`src/phy_pin_pkg.sv`:
```
// Purpose: shared constants and types of the strap, LED and reset block
// Assumes: one 200 MHz clock, register bus of AXI4-Lite with 32-bit data
// Notes: register byte address is the register index times four
package phy_pin_pkg;

    // ************************************************************
    // timing
    // ************************************************************
    localparam int CLK_HZ = 200_000_000;
    localparam int CLK_MHZ = CLK_HZ / 1_000_000;
    localparam int RST_TIME_US = 1000;
    // more than the time, so one cycle beyond the exact count
    localparam logic [23:0] RST_CYCLES = 24'(RST_TIME_US * CLK_MHZ + 1);
    localparam int ACT_BLINK_HZ = 10;
    localparam int COL_BLINK_HZ = 20;
    localparam logic [23:0] ACT_HALF_CYCLES = 24'(CLK_HZ / (2 * ACT_BLINK_HZ));
    localparam logic [23:0] COL_HALF_CYCLES = 24'(CLK_HZ / (2 * COL_BLINK_HZ));

    // ************************************************************
    // register map
    // ************************************************************
    localparam int CTRL_IDX = 0;
    localparam int LCFG_IDX = 19;
    localparam int STRAP_IDX = 20;
    localparam logic [7:0] ADDR_CTRL = 8'(CTRL_IDX * 4);
    localparam logic [7:0] ADDR_LCFG = 8'(LCFG_IDX * 4);
    localparam logic [7:0] ADDR_STRAP = 8'(STRAP_IDX * 4);
    localparam logic [15:0] CTRL_RST = 16'h0000;
    localparam logic [15:0] LCFG_RST = 16'h0000;
    localparam int CTRL_LOOPBACK_BIT = 14;
    localparam int CTRL_AUTONEG_BIT = 12;
    localparam int CTRL_PWRDN_BIT = 11;
    localparam int LCFG_MLT3_BYP_BIT = 1;
    localparam int STRAP_LSB = 3;
    localparam logic [1:0] RESP_OKAY = 2'h0;
    localparam logic [1:0] RESP_SLVERR = 2'h2;

    // ************************************************************
    // LED pin order, bit 0 is the 100M pin
    // ************************************************************
    localparam int LED_NUM = 5;
    localparam int LED_HUNDRED = 0;
    localparam int LED_COLL = 1;
    localparam int LED_LINK = 2;
    localparam int LED_ACT = 3;
    localparam int LED_TEN = 4;

    typedef enum logic [2:0] {
        ST_RESET = 3'b001,
        ST_SAMPLE = 3'b010,
        ST_RUN = 3'b100
    } phase_t;

endpackage : phy_pin_pkg

```
`src/pin_sync2.sv`:
```
// Purpose: two-flop synchroniser for pin levels
// Assumes: inputs are slow levels from outside the clock domain
// Notes: first stage feeds only the second stage
`timescale 1ns/10ps
module pin_sync2 #(
    parameter int W = 1
) (
    // clock and reset
    input wire logic clk_i,
    input wire logic reset_n_i,
    // levels
    input wire logic [W-1:0] async_i,
    output logic [W-1:0] sync_o
);
    logic [W-1:0] meta_q;

    always_ff @(posedge clk_i) begin
        if (!reset_n_i) begin
            meta_q <= '0;
            sync_o <= '0;
        end else begin
            meta_q <= async_i;
            sync_o <= meta_q;
        end
    end
endmodule : pin_sync2

```
`src/led_blink.sv`:
```
// Purpose: square-wave blink source for one LED
// Assumes: half period given in clock cycles
// Notes: output turns on one cycle after enable rises
`timescale 1ns/10ps
module led_blink #(
    parameter logic [23:0] HALF_CYCLES = 24'h000010
) (
    // clock and reset
    input wire logic clk_i,
    input wire logic reset_n_i,
    // control
    input wire logic enable_i,
    output logic blink_o
);
    logic [23:0] cnt_q;
    wire terminal = (cnt_q == HALF_CYCLES - 24'h000001);

    always_ff @(posedge clk_i) begin
        if (!reset_n_i || !enable_i) begin
            // preset to terminal so the first flash starts at once
            cnt_q <= HALF_CYCLES - 24'h000001;
            blink_o <= 1'b0;
        end else if (terminal) begin
            cnt_q <= 24'h000000; // RL18
            blink_o <= !blink_o;
        end else begin
            cnt_q <= cnt_q + 24'h000001;
        end
    end
endmodule : led_blink

```
`src/phy_pin_ctrl.sv`:
```
// Purpose: strap sampling, LED drive and reset sequencing of the transceiver pins
// Assumes: link status inputs come from logic on clk_i; strap and reset pins do not
// Notes: registers over AXI4-Lite, reachable once reset_done_flag_o is high
//
// Local design decisions: the placing of the registers and the AXI4-Lite interface to the registers.
`timescale 1ns/10ps

// How it works
// RL1 - strap low makes its LED active high
// RL2 - strap high makes its LED active low
// RL3 - five strap levels land in status bits 7..3
// RL4 - ten LED on while 10Mb/s detected
// RL5 - activity LED blinks 10 Hz on traffic
// RL6 - link LED on while link is good
// RL7 - duplex LED on in full duplex
// RL8 - duplex LED blinks 20 Hz on half-duplex collision
// RL9 - hundred LED on while 100Mb/s detected
// RL10 - with autoneg, two straps pick advertisement
// RL11 - no autoneg: strap A sets MLT3 bypass bit
// RL12 - no autoneg: strap B sets loopback bit
// RL13 - board holds reset pin low 1 ms
// RL14 - power-up reset lasts more than 1 ms
// RL15 - reset done flag high only after reset
// RL16 - power-down floats all LED pins
// RL17 - software waits for reset done first
// RL18 - blink rates counted from the clock
module phy_pin_ctrl
    import phy_pin_pkg::*;
#(
    parameter logic [23:0] RST_CYC = phy_pin_pkg::RST_CYCLES,
    parameter logic [23:0] ACT_HALF = phy_pin_pkg::ACT_HALF_CYCLES,
    parameter logic [23:0] COL_HALF = phy_pin_pkg::COL_HALF_CYCLES
) (
    // clock and power-on reset
    input wire logic clk_i,
    input wire logic reset_n_i,
    // board pins
    input wire logic ext_reset_n_i,
    input wire logic power_down_pin_i,
    input wire logic autoneg_strap_i,
    input wire logic config_strap_a_i,
    input wire logic config_strap_b_i,
    output logic reset_done_flag_o,
    // LED and strap pins, bit order per package
    input wire logic [phy_pin_pkg::LED_NUM-1:0] led_i,
    output logic [phy_pin_pkg::LED_NUM-1:0] led_o,
    output logic [phy_pin_pkg::LED_NUM-1:0] led_oe_o,
    // link status from the transceiver core
    input wire logic speed_ten_det_i,
    input wire logic speed_hundred_det_i,
    input wire logic link_good_i,
    input wire logic activity_i,
    input wire logic full_duplex_i,
    input wire logic collision_i,
    // configuration to the transceiver core
    output logic autoneg_en_o,
    output logic [1:0] advertise_sel_o,
    output logic mlt3_bypass_o,
    output logic loopback_o,
    output logic power_down_o,
    // AXI4-Lite slave
    input wire logic [7:0] s_axi_awaddr_i,
    input wire logic s_axi_awvalid_i,
    output logic s_axi_awready_o,
    input wire logic [31:0] s_axi_wdata_i,
    input wire logic [3:0] s_axi_wstrb_i,
    input wire logic s_axi_wvalid_i,
    output logic s_axi_wready_o,
    output logic [1:0] s_axi_bresp_o,
    output logic s_axi_bvalid_o,
    input wire logic s_axi_bready_i,
    input wire logic [7:0] s_axi_araddr_i,
    input wire logic s_axi_arvalid_i,
    output logic s_axi_arready_o,
    output logic [31:0] s_axi_rdata_o,
    output logic [1:0] s_axi_rresp_o,
    output logic s_axi_rvalid_o,
    input wire logic s_axi_rready_i
);
    import phy_pin_pkg::*;

    // ************************************************************
    // pin synchronisers
    // ************************************************************
    logic [LED_NUM-1:0] strap_sync;
    logic [4:0] pins_sync;

    pin_sync2 #(.W(LED_NUM)) u_strap_sync (
        .clk_i(clk_i),
        .reset_n_i(reset_n_i),
        .async_i(led_i),
        .sync_o(strap_sync)
    );

    pin_sync2 #(.W(5)) u_pin_sync (
        .clk_i(clk_i),
        .reset_n_i(reset_n_i),
        .async_i({ext_reset_n_i, power_down_pin_i, autoneg_strap_i,
                  config_strap_b_i, config_strap_a_i}),
        .sync_o(pins_sync)
    );

    wire ext_rst_n = pins_sync[4];
    wire pd_pin = pins_sync[3];
    wire an_strap = pins_sync[2];
    wire cfg_b = pins_sync[1];
    wire cfg_a = pins_sync[0];

    // ************************************************************
    // reset sequencing
    // ************************************************************
    phase_t state_q;
    phase_t state_d;
    logic [23:0] rst_cnt_q;

    wire rst_end = (rst_cnt_q == RST_CYC - 24'h000001);
    wire running = (state_q == ST_RUN);
    wire sampling = (state_q == ST_SAMPLE);

    always_comb begin
        state_d = state_q;
        case (state_q)
            ST_RESET: begin
                if (rst_end) begin
                    state_d = ST_SAMPLE; // RL14
                end
            end
            ST_SAMPLE: begin
                state_d = ST_RUN;
            end
            ST_RUN: begin
                state_d = ST_RUN;
            end
            default: begin
                state_d = ST_RESET;
            end
        endcase
        // pin reset restarts the whole sequence from any phase
        if (!ext_rst_n) begin
            state_d = ST_RESET;
        end
    end

    always_ff @(posedge clk_i) begin
        if (!reset_n_i) begin
            state_q <= ST_RESET;
            rst_cnt_q <= 24'h000000;
        end else begin
            state_q <= state_d;
            if (!ext_rst_n || state_q != ST_RESET) begin
                rst_cnt_q <= 24'h000000;
            end else if (!rst_end) begin
                rst_cnt_q <= rst_cnt_q + 24'h000001; // RL14
            end
        end
    end

    always_ff @(posedge clk_i) begin
        if (!reset_n_i) begin
            reset_done_flag_o <= 1'b0;
        end else begin
            reset_done_flag_o <= (state_d == ST_RUN); // RL15
        end
    end

    // ************************************************************
    // registers and strap capture
    // ************************************************************
    logic [15:0] ctrl_q;
    logic [15:0] lcfg_q;
    logic [LED_NUM-1:0] strap_q;
    logic [1:0] adv_q;

    logic [7:0] aw_addr_q;
    logic aw_full_q;
    logic [31:0] wdata_q;
    logic [3:0] wstrb_q;
    logic w_full_q;

    wire wr_fire = aw_full_q && w_full_q && !s_axi_bvalid_o;
    wire [7:0] wr_addr = {aw_addr_q[7:2], 2'b00};
    wire wr_ctrl = wr_fire && running && (wr_addr == ADDR_CTRL);
    wire wr_lcfg = wr_fire && running && (wr_addr == ADDR_LCFG);
    wire wr_mapped = (wr_addr == ADDR_CTRL) || (wr_addr == ADDR_LCFG)
                     || (wr_addr == ADDR_STRAP);
    wire [15:0] ctrl_wval = {wstrb_q[1] ? wdata_q[15:8] : ctrl_q[15:8],
                             wstrb_q[0] ? wdata_q[7:0] : ctrl_q[7:0]};
    wire [15:0] lcfg_wval = {wstrb_q[1] ? wdata_q[15:8] : lcfg_q[15:8],
                             wstrb_q[0] ? wdata_q[7:0] : lcfg_q[7:0]};
    wire [15:0] strap_stat = 16'({strap_q, 3'b000});

    always_ff @(posedge clk_i) begin
        if (!reset_n_i || state_q == ST_RESET) begin
            ctrl_q <= CTRL_RST;
            lcfg_q <= LCFG_RST;
            strap_q <= '0;
            adv_q <= 2'b00;
        end else if (sampling) begin
            strap_q <= strap_sync; // RL3
            adv_q <= {cfg_b, cfg_a}; // RL10
            ctrl_q[CTRL_AUTONEG_BIT] <= an_strap;
            if (!an_strap) begin
                lcfg_q[LCFG_MLT3_BYP_BIT] <= cfg_a; // RL11
                ctrl_q[CTRL_LOOPBACK_BIT] <= cfg_b; // RL12
            end
        end else begin
            if (wr_ctrl) begin
                ctrl_q <= ctrl_wval;
            end
            if (wr_lcfg) begin
                lcfg_q <= lcfg_wval;
            end
        end
    end

    assign autoneg_en_o = ctrl_q[CTRL_AUTONEG_BIT];
    assign advertise_sel_o = adv_q;
    assign mlt3_bypass_o = lcfg_q[LCFG_MLT3_BYP_BIT];
    assign loopback_o = ctrl_q[CTRL_LOOPBACK_BIT];

    // ************************************************************
    // AXI4-Lite write and read channels
    // ************************************************************
    assign s_axi_awready_o = !aw_full_q && !s_axi_bvalid_o;
    assign s_axi_wready_o = !w_full_q && !s_axi_bvalid_o;
    assign s_axi_arready_o = !s_axi_rvalid_o;

    always_ff @(posedge clk_i) begin
        if (!reset_n_i) begin
            aw_full_q <= 1'b0;
            w_full_q <= 1'b0;
            aw_addr_q <= 8'h00;
            wdata_q <= 32'h00000000;
            wstrb_q <= 4'h0;
            s_axi_bvalid_o <= 1'b0;
            s_axi_bresp_o <= RESP_OKAY;
        end else begin
            if (s_axi_awvalid_i && s_axi_awready_o) begin
                aw_full_q <= 1'b1;
                aw_addr_q <= s_axi_awaddr_i;
            end
            if (s_axi_wvalid_i && s_axi_wready_o) begin
                w_full_q <= 1'b1;
                wdata_q <= s_axi_wdata_i;
                wstrb_q <= s_axi_wstrb_i;
            end
            if (wr_fire) begin
                aw_full_q <= 1'b0;
                w_full_q <= 1'b0;
                s_axi_bvalid_o <= 1'b1;
                s_axi_bresp_o <= wr_mapped ? RESP_OKAY : RESP_SLVERR;
            end else if (s_axi_bready_i) begin
                s_axi_bvalid_o <= 1'b0;
            end
        end
    end

    wire [7:0] rd_addr = {s_axi_araddr_i[7:2], 2'b00};
    wire rd_ctrl = (rd_addr == ADDR_CTRL);
    wire rd_lcfg = (rd_addr == ADDR_LCFG);
    wire rd_strap = (rd_addr == ADDR_STRAP);
    wire [15:0] rd_val = rd_ctrl ? ctrl_q : rd_lcfg ? lcfg_q : rd_strap ? strap_stat : 16'h0000;

    always_ff @(posedge clk_i) begin
        if (!reset_n_i) begin
            s_axi_rvalid_o <= 1'b0;
            s_axi_rdata_o <= 32'h00000000;
            s_axi_rresp_o <= RESP_OKAY;
        end else if (s_axi_arvalid_i && s_axi_arready_o) begin
            s_axi_rvalid_o <= 1'b1;
            s_axi_rdata_o <= {16'h0000, rd_val};
            s_axi_rresp_o <= (rd_ctrl || rd_lcfg || rd_strap) ? RESP_OKAY : RESP_SLVERR;
        end else if (s_axi_rready_i) begin
            s_axi_rvalid_o <= 1'b0;
        end
    end

    // ************************************************************
    // LED drive
    // ************************************************************
    logic act_blink;
    logic col_blink;
    logic [LED_NUM-1:0] led_on;

    wire powered_down = pd_pin || ctrl_q[CTRL_PWRDN_BIT];
    wire col_half = collision_i && !full_duplex_i;

    led_blink #(.HALF_CYCLES(ACT_HALF)) u_act_blink (
        .clk_i(clk_i),
        .reset_n_i(reset_n_i),
        .enable_i(activity_i), // RL5
        .blink_o(act_blink)
    );

    led_blink #(.HALF_CYCLES(COL_HALF)) u_col_blink (
        .clk_i(clk_i),
        .reset_n_i(reset_n_i),
        .enable_i(col_half), // RL8
        .blink_o(col_blink)
    );

    assign led_on[LED_TEN] = speed_ten_det_i; // RL4
    assign led_on[LED_ACT] = act_blink; // RL5
    assign led_on[LED_LINK] = link_good_i; // RL6
    assign led_on[LED_COLL] = full_duplex_i || col_blink; // RL7 RL8
    assign led_on[LED_HUNDRED] = speed_hundred_det_i; // RL9

    always_ff @(posedge clk_i) begin
        if (!reset_n_i) begin
            led_o <= '0;
            led_oe_o <= '0;
            power_down_o <= 1'b0;
        end else begin
            // strap high inverts the driver, strap low drives straight
            led_o <= led_on ^ strap_q; // RL1 RL2
            // pins stay inputs until straps are taken
            led_oe_o <= (running && !powered_down) ? '1 : '0; // RL16
            power_down_o <= powered_down;
        end
    end
endmodule : phy_pin_ctrl

```
`config.mk`:
```
export PLATFORM = sky130hd
export DESIGN_NAME = phy_pin_ctrl
export DESIGN_NICKNAME = d
export VERILOG_FILES = /design/src/phy_pin_pkg.sv /design/src/pin_sync2.sv /design/src/led_blink.sv /design/src/phy_pin_ctrl.sv
export SDC_FILE = /design/constraint.sdc
export NUM_CORES = 1
export LEC_CHECK = 0
export BUFFER_PORTS_ARGS = -buffer_cell sky130_fd_sc_hd__buf_2
export CORE_ASPECT_RATIO = 0.8
export CORE_MARGIN = 10
export CORE_UTILIZATION = 60
export CTS_BUF_LIST = sky130_fd_sc_hd__clkbuf_4 sky130_fd_sc_hd__clkbuf_8
export CTS_CLUSTER_DIAMETER = 150
export CTS_CLUSTER_SIZE = 8
export DETAILED_ROUTE_END_ITERATION = 16
export GPL_ROUTABILITY_DRIVEN = 1
export PLACE_DENSITY_LB_ADDON = 0.05
export SLEW_MARGIN = 20
export SYNTH_ARGS = -nofsm -noshare
export SYNTH_HDL_FRONTEND = slang
export SYNTH_SLANG_ARGS = --single-unit
export TNS_END_PERCENT = 1
```
`constraint.sdc`:
```
create_clock -name clk_i -period 3.1 [get_ports clk_i]
set_input_delay 0.155 -clock clk_i [delete_from_list [all_inputs] [get_ports clk_i]]
set_output_delay 0.155 -clock clk_i [all_outputs]
set_load 0.02 [all_outputs]
```
Word-level counts from Yosys, hierarchy flattened --
Index checks and enable logic that the tools add are counted.
Storage, ports and cells: register bits after elaboration 198, input port bits 75, logic and storage cells 133, output and inout port bits 58
Operators by class: multiplexer cells 25, equality and inequality tests 13, reductions and logical operators 54, add/subtract/negate cells 3, bitwise gates (word level) 3
Operator list (number):
- 24-bit by 1-bit adder with 24-bit output (second input constant) | 3
- 16-bit 2-to-1 mux | 2
- 24-bit by 18-bit equality test with 1-bit output (second input constant) | 1
- 24-bit by 23-bit equality test with 1-bit output (second input constant) | 1
- 24-bit equality test (second input constant) | 1
- 6-bit by 5-bit equality test with 1-bit output (second input constant) | 4
- 24-bit 2-to-1 mux | 1
- 23-bit 2-to-1 mux | 1
- 3-bit AND reduction | 6
- 8-bit logical NOT | 2
- 8-bit 2-to-1 mux | 2
- 15-bit 2-to-1 mux | 1
- 1-bit logical AND | 12
- 1-bit logical NOT | 12
- 2-bit nonzero test | 6
- 1-bit logical OR | 10
- 2-bit OR reduction | 5
- 1-bit 2-to-1 mux | 9
- 2-bit 2-to-1 mux | 4
- 7-bit 2-to-1 mux | 1
- 3-bit equality test (second input constant) | 2
- 3-bit 2-to-1 mux | 2
- 3-bit case mux with 2 select lines | 1
- 5-bit 2-to-1 mux | 1
- other kinds (7) | 8

Longest topological paths before layout --
word-level depth 6, mapped depth 6, depth with buffers taken out 6

Modules after synthesis --
From an unflattened synthesis, not the netlist that was laid out.
Second synthesis, totals: cells, all modules 910, area total of the unflattened synthesis 8060.2 um2
By module, submodules not included:
- phy_pin_ctrl | seq. area each 2402.3 um2, instances 1, area an instance 5034.8 um2, cells each 575
- led_blink at u_act_blink | seq. area each 500.5 um2, instances 1, area an instance 1286.2 um2, cells each 151
- led_blink at u_col_blink | seq. area each 500.5 um2, instances 1, area an instance 1213.7 um2, cells each 144
- pin_sync2 | seq. area each 200.2 um2, instances 2, area an instance 262.8 um2, cells each 20

Worst setup path before layout --
Ideal clock, no wire load.
kind reg2reg, from register u_col_blink.cnt_q[0], to register u_col_blink.cnt_q[22], library setup time 137 ps, period minus slack after synthesis 1899 ps, buffers on the path 0, path slack 1201 ps, data required time 2963 ps, stages on the path, launching flop included 6, arrival time 1762 ps, path through dfxtp_1 -> ha_1 -> nand3_2 -> or4_4 -> nor4_1 -> nor3_1
Between the ends: word-level cells in the longest chain between the ends 2, elaborated cells between the ends (all ways) 3, classes of those cells add/sub (1); eq/ne (1); mux (1)
Ends and longest elaborated chain:
- from (decl) | RTL line led_blink.sv:15 | logic [23:0] cnt_q;
- from (signal assigned) | RTL line led_blink.sv:21 | cnt_q <= HALF_CYCLES - 24'h000001;
- from (signal assigned) | RTL line led_blink.sv:27 | cnt_q <= cnt_q + 24'h000001;
- 24-bit by 1-bit adder with 24-bit output or 24-bit by 23-bit equality test with 1-bit output (tied branches) | RTL line led_blink.sv:27, led_blink.sv:16
- 23-bit 2-to-1 mux (*) | RTL line led_blink.sv:23 | end else if (terminal) begin
Every way passes the cells marked *; elsewhere a longest branch is shown, timed or not. A chain may end at the register's enable or synchronous reset.

Worst setup path in the final report --
from register u_col_blink.cnt_q[0], to register u_col_blink.cnt_q[12]
Between the ends: word-level cells in the longest chain between the ends 2, elaborated cells between the ends (all ways) 3, classes of those cells add/sub (1); eq/ne (1); reduce/logical (1)
Ends and longest elaborated chain:
- branches (longest 2 deep; another with 24-bit by 1-bit adder with 24-bit output)
Parallel ways; which one is timed is not known.

==> metrics.md <==
| Metric | Value |
|---|---|
| DPL Wire Length | `13700 µm` |
| Via count | `6910` |
| Final Cycle Share | `0.769` |
| # rows | `37` |
| Post-Syn Area | `8080 µm²` |
| Sequential share of the synthesized area | `0.471` |
| DR vias/cell | `5.74` |
| TritonCTS Buffers | `17` |
| PD cells | `512 nW/µm²` |
| Max Clock Freq | `0.420 GHz` |
| Routability cong. | `0.848` |
| Hold Vio Cnt, Final | `0` |
| Cells after Synth | `900` |
| Worst EP required | `3480 ps` |
| Initial antenna violation count | `0` |
| Peak supply drop | `0.567 mV` |
| Drt initial violations | `491` |
| Async SR Flop Fraction | `0` |
| Die X-Extent | `150 µm` |
| Fin crit period | `2380 ps` |
| Least-Margin Pin Slew | `888 ps` |
| Postcts setup bufs | `0` |
| Grt ovf | `0` |
| Post-layout nets | `1094` |
| Layout area overhead | `16.2%` |
| H-tree depth | `4` |
| Initial Util | `0.621` |
| #FFs+latches synth | `190` |
| Worst-path clk slew | `100 ps` |
| Skew-Pair Late Insertion Delay | `490 ps` |
| Crit-path max FO | `8` |
| Diodes inserted | `0` |
| Status | `finished clean` |
| Largest net degree at the start of global routing | `80` |
| Critical Path End Type | `register` |
| # DRC | `0` |
| Root buffer cell | `clkbuf_8` |
| Syn Area/Cell | `8.98 µm²` |
| GRT Total Usage | `0.214` |
| Die Footprint | `18500 µm²` |
| Total wire length | `19700 µm` |
| Worst EP arrival | `2760 ps` |
| Non-filler instance count after layout | `1203` |
| Ys flop type | `dfxtp_1` |
| First-pass GRT wire length | `32500 µm` |
| EDFF count, synth | `0` |
| Slew margin rel. | `0.406` |
| Placed cells | `1128` |
| DR WL/cell | `16.4 µm` |
| Core area | `13000 µm²` |
| Pins Over Slew Limit | `0` |
| Type of the tightest min-delay check | `primary input to register` |
| Die Span Y | `124 µm` |
| Count of unique library cells instantiated by Yosys | `57` |
| PortBufs | `92` |
| Clk_skew | `13.8 ps` |
| Max-cap violations | `0` |
| Synth warn | `0` |
| RSZ-0062 raised after global routing | `no` |
| Leakage | `3.74 nW` |
| First-pass detailed-route iteration total | `5` |
| # setup viols final | `0` |
| Crit path launch type | `register` |
| Setup TNS | `0 ps` |
| CTS tree | `done` |
| Post-CTS sizing | `0` |
| I/O Pins | `133` |
| Clk buf depth | `2` |
| ANT nets after route | `0` |
| Vias in the first global route | `6598` |
| Layout cell share with drive strength beyond 1 | `0.142` |
| Crit path kind | `register to register` |
| Sink Count | `190` |
-- where the power goes --
group	total [W]	switching [W]	internal, W
combinational	0.000552	0.000324	0.000228
sequential	0.00262	0.0000847	0.00254
clock	0.00164	0.000922	0.000717
total	0.00481	0.00133	0.00348
-- per-layer routing --
metal | global-route usage | vias up | part of all wire
met5 | 0 | - | 0
met4 | 0.0691 | 0 | 0.016
met3 | 0.0504 | 22 | 0.063
met2 | 0.346 | 215 | 0.47
met1 | 0.279 | 3279 | 0.45
li1 | - | 3394 | -
-- final cells by class --
| cell class | instances | area [µm²] |
|---|---|---|
| clock inverter | 12 | 123 |
| fill | 1006 | 3610 |
| multi-input combinational | 643 | 3950 |
| tap | 175 | 219 |
| sequential | 190 | 3800 |
| clock buffer | 20 | 275 |
| inverter | 20 | 75.1 |
| timing repair buffer | 143 | 951 |
-- what timing repair did --
action / CTS / global route
endpoints found under the setup margin: 0 / 0
hold endpoints to repair: 44 / 0
hold buffers: 43 / 0
-- cells in the mapped netlist (14+ instances only) --
| cell | number | area share |
|---|---|---|
| dfxtp_1 | 190 | 0.47 |
| or4_1 | 16 | 0.015 |
| nor2_1 | 89 | 0.041 |
| nor3b_1 | 17 | 0.016 |
| nor3_1 | 14 | 0.0087 |
| and2_1 | 31 | 0.024 |
| a21boi_0 | 20 | 0.019 |
| nand3_1 | 26 | 0.016 |
| nor4_1 | 16 | 0.012 |
| o31ai_1 | 14 | 0.013 |
| o21ai_0 | 47 | 0.029 |
| xnor2_1 | 21 | 0.023 |
| nand4_1 | 21 | 0.016 |
| or3_1 | 18 | 0.014 |
| nand2_1 | 74 | 0.034 |
| mux2i_1 | 37 | 0.046 |
| buf_4 | 22 | 0.020 |
| clkbuf_1 | 34 | 0.016 |
| xor2_1 | 19 | 0.021 |
| a21oi_1 | 50 | 0.031 |
| inv_1 | 20 | 0.0093 |
-- per-stage QoR --
stage | hold slack (ps) | setup WS (ps) | util | area, µm² | power (W)
global route | 132 | 586 | 0.722 | 9390 | 0.00499
finish | 100 | 717 | 0.722 | 9390 | 0.00481
floorplan | 274 | 1200 | - | 8150 | 0.00303
CTS | 53.8 | 732 | 0.722 | 9390 | 0.00483
global placement | 369 | 841 | 0.658 | 8570 | 0.00316
detailed placement | 369 | 752 | 0.658 | 8570 | 0.00318
-- critical path: stages (launching register included) --
cell and delay (ps):
dfxtp_1 450, ha_1 250, nand3_2 190, or4_4 610, o21ai_0 470, buf_4 250
nor2_1 50
-- final timing paths --
| kind | startpoint | endpoint | slack (ps) | depth (start not counted) |
|---|---|---|---|---|
| setup / recovery | u_col_blink.cnt_q[0] | u_col_blink.cnt_q[12] | 720 | 6 |
| setup reg to reg | u_col_blink.cnt_q[0] | u_col_blink.cnt_q[12] | 720 | 6 |
| hold reg to reg | u_strap_sync.meta_q[1] | u_strap_sync.sync_o[1] | 440 | 1 |
| hold / removal | full_duplex_i | u_col_blink.cnt_q[19] | 100 | 3 |
-- registers in the layout, summed over array words and instances, names as in the netlist, 2 cells and up --
signal,count
advertise_sel_o,2
aw_addr_q,6
ctrl_q,16
lcfg_q,16
led_o,5
rst_cnt_q,24
s_axi_rdata_o,16
state_q,3
strap_q,5
u_act_blink.cnt_q,24
u_col_blink.cnt_q,24
u_pin_sync.meta_q,5
u_pin_sync.sync_o,5
u_strap_sync.meta_q,5
u_strap_sync.sync_o,5
wdata_q,16
wstrb_q,2
-- placed cells by master, fill, tap and decap left out, types with 15 or more instances in the layout --
cell type / synthesis / final
dfxtp_1: 190 / 190
buf_2: 6 / 92
nor2_1: 89 / 89
nand2_1: 74 / 74
a21oi_1: 50 / 50
o21ai_0: 47 / 47
dlygate4sd3_1: 0 / 43
mux2i_1: 37 / 37
and2_1: 31 / 31
nand3_1: 26 / 26
nand4_1: 21 / 21
xnor2_1: 21 / 21
inv_1: 20 / 20
a21boi_0: 20 / 20
clkbuf_8: 0 / 20
xor2_1: 19 / 19
or3_1: 18 / 18
conb_1: 1 / 18
nor4_1: 16 / 16
or4_1: 16 / 16
nor3b_1: 17 / 15
-- cell families (layout without fill, tap and decap cells) --
kind of cell	count (synthesis)	after routing	share of synthesized area
other	1	18	0.000464
buffers and inverters	84	195	0.0502
DFF	190	190	0.471
adders and majority gates	4	4	0.00619
muxes	37	37	0.0458
AOI/OAI and AO/OA	162	162	0.122
xor gates and xnor gates	40	40	0.0433
and+or+nand+nor	382	382	0.261
Note: power is estimated with default switching activity, not from simulation.
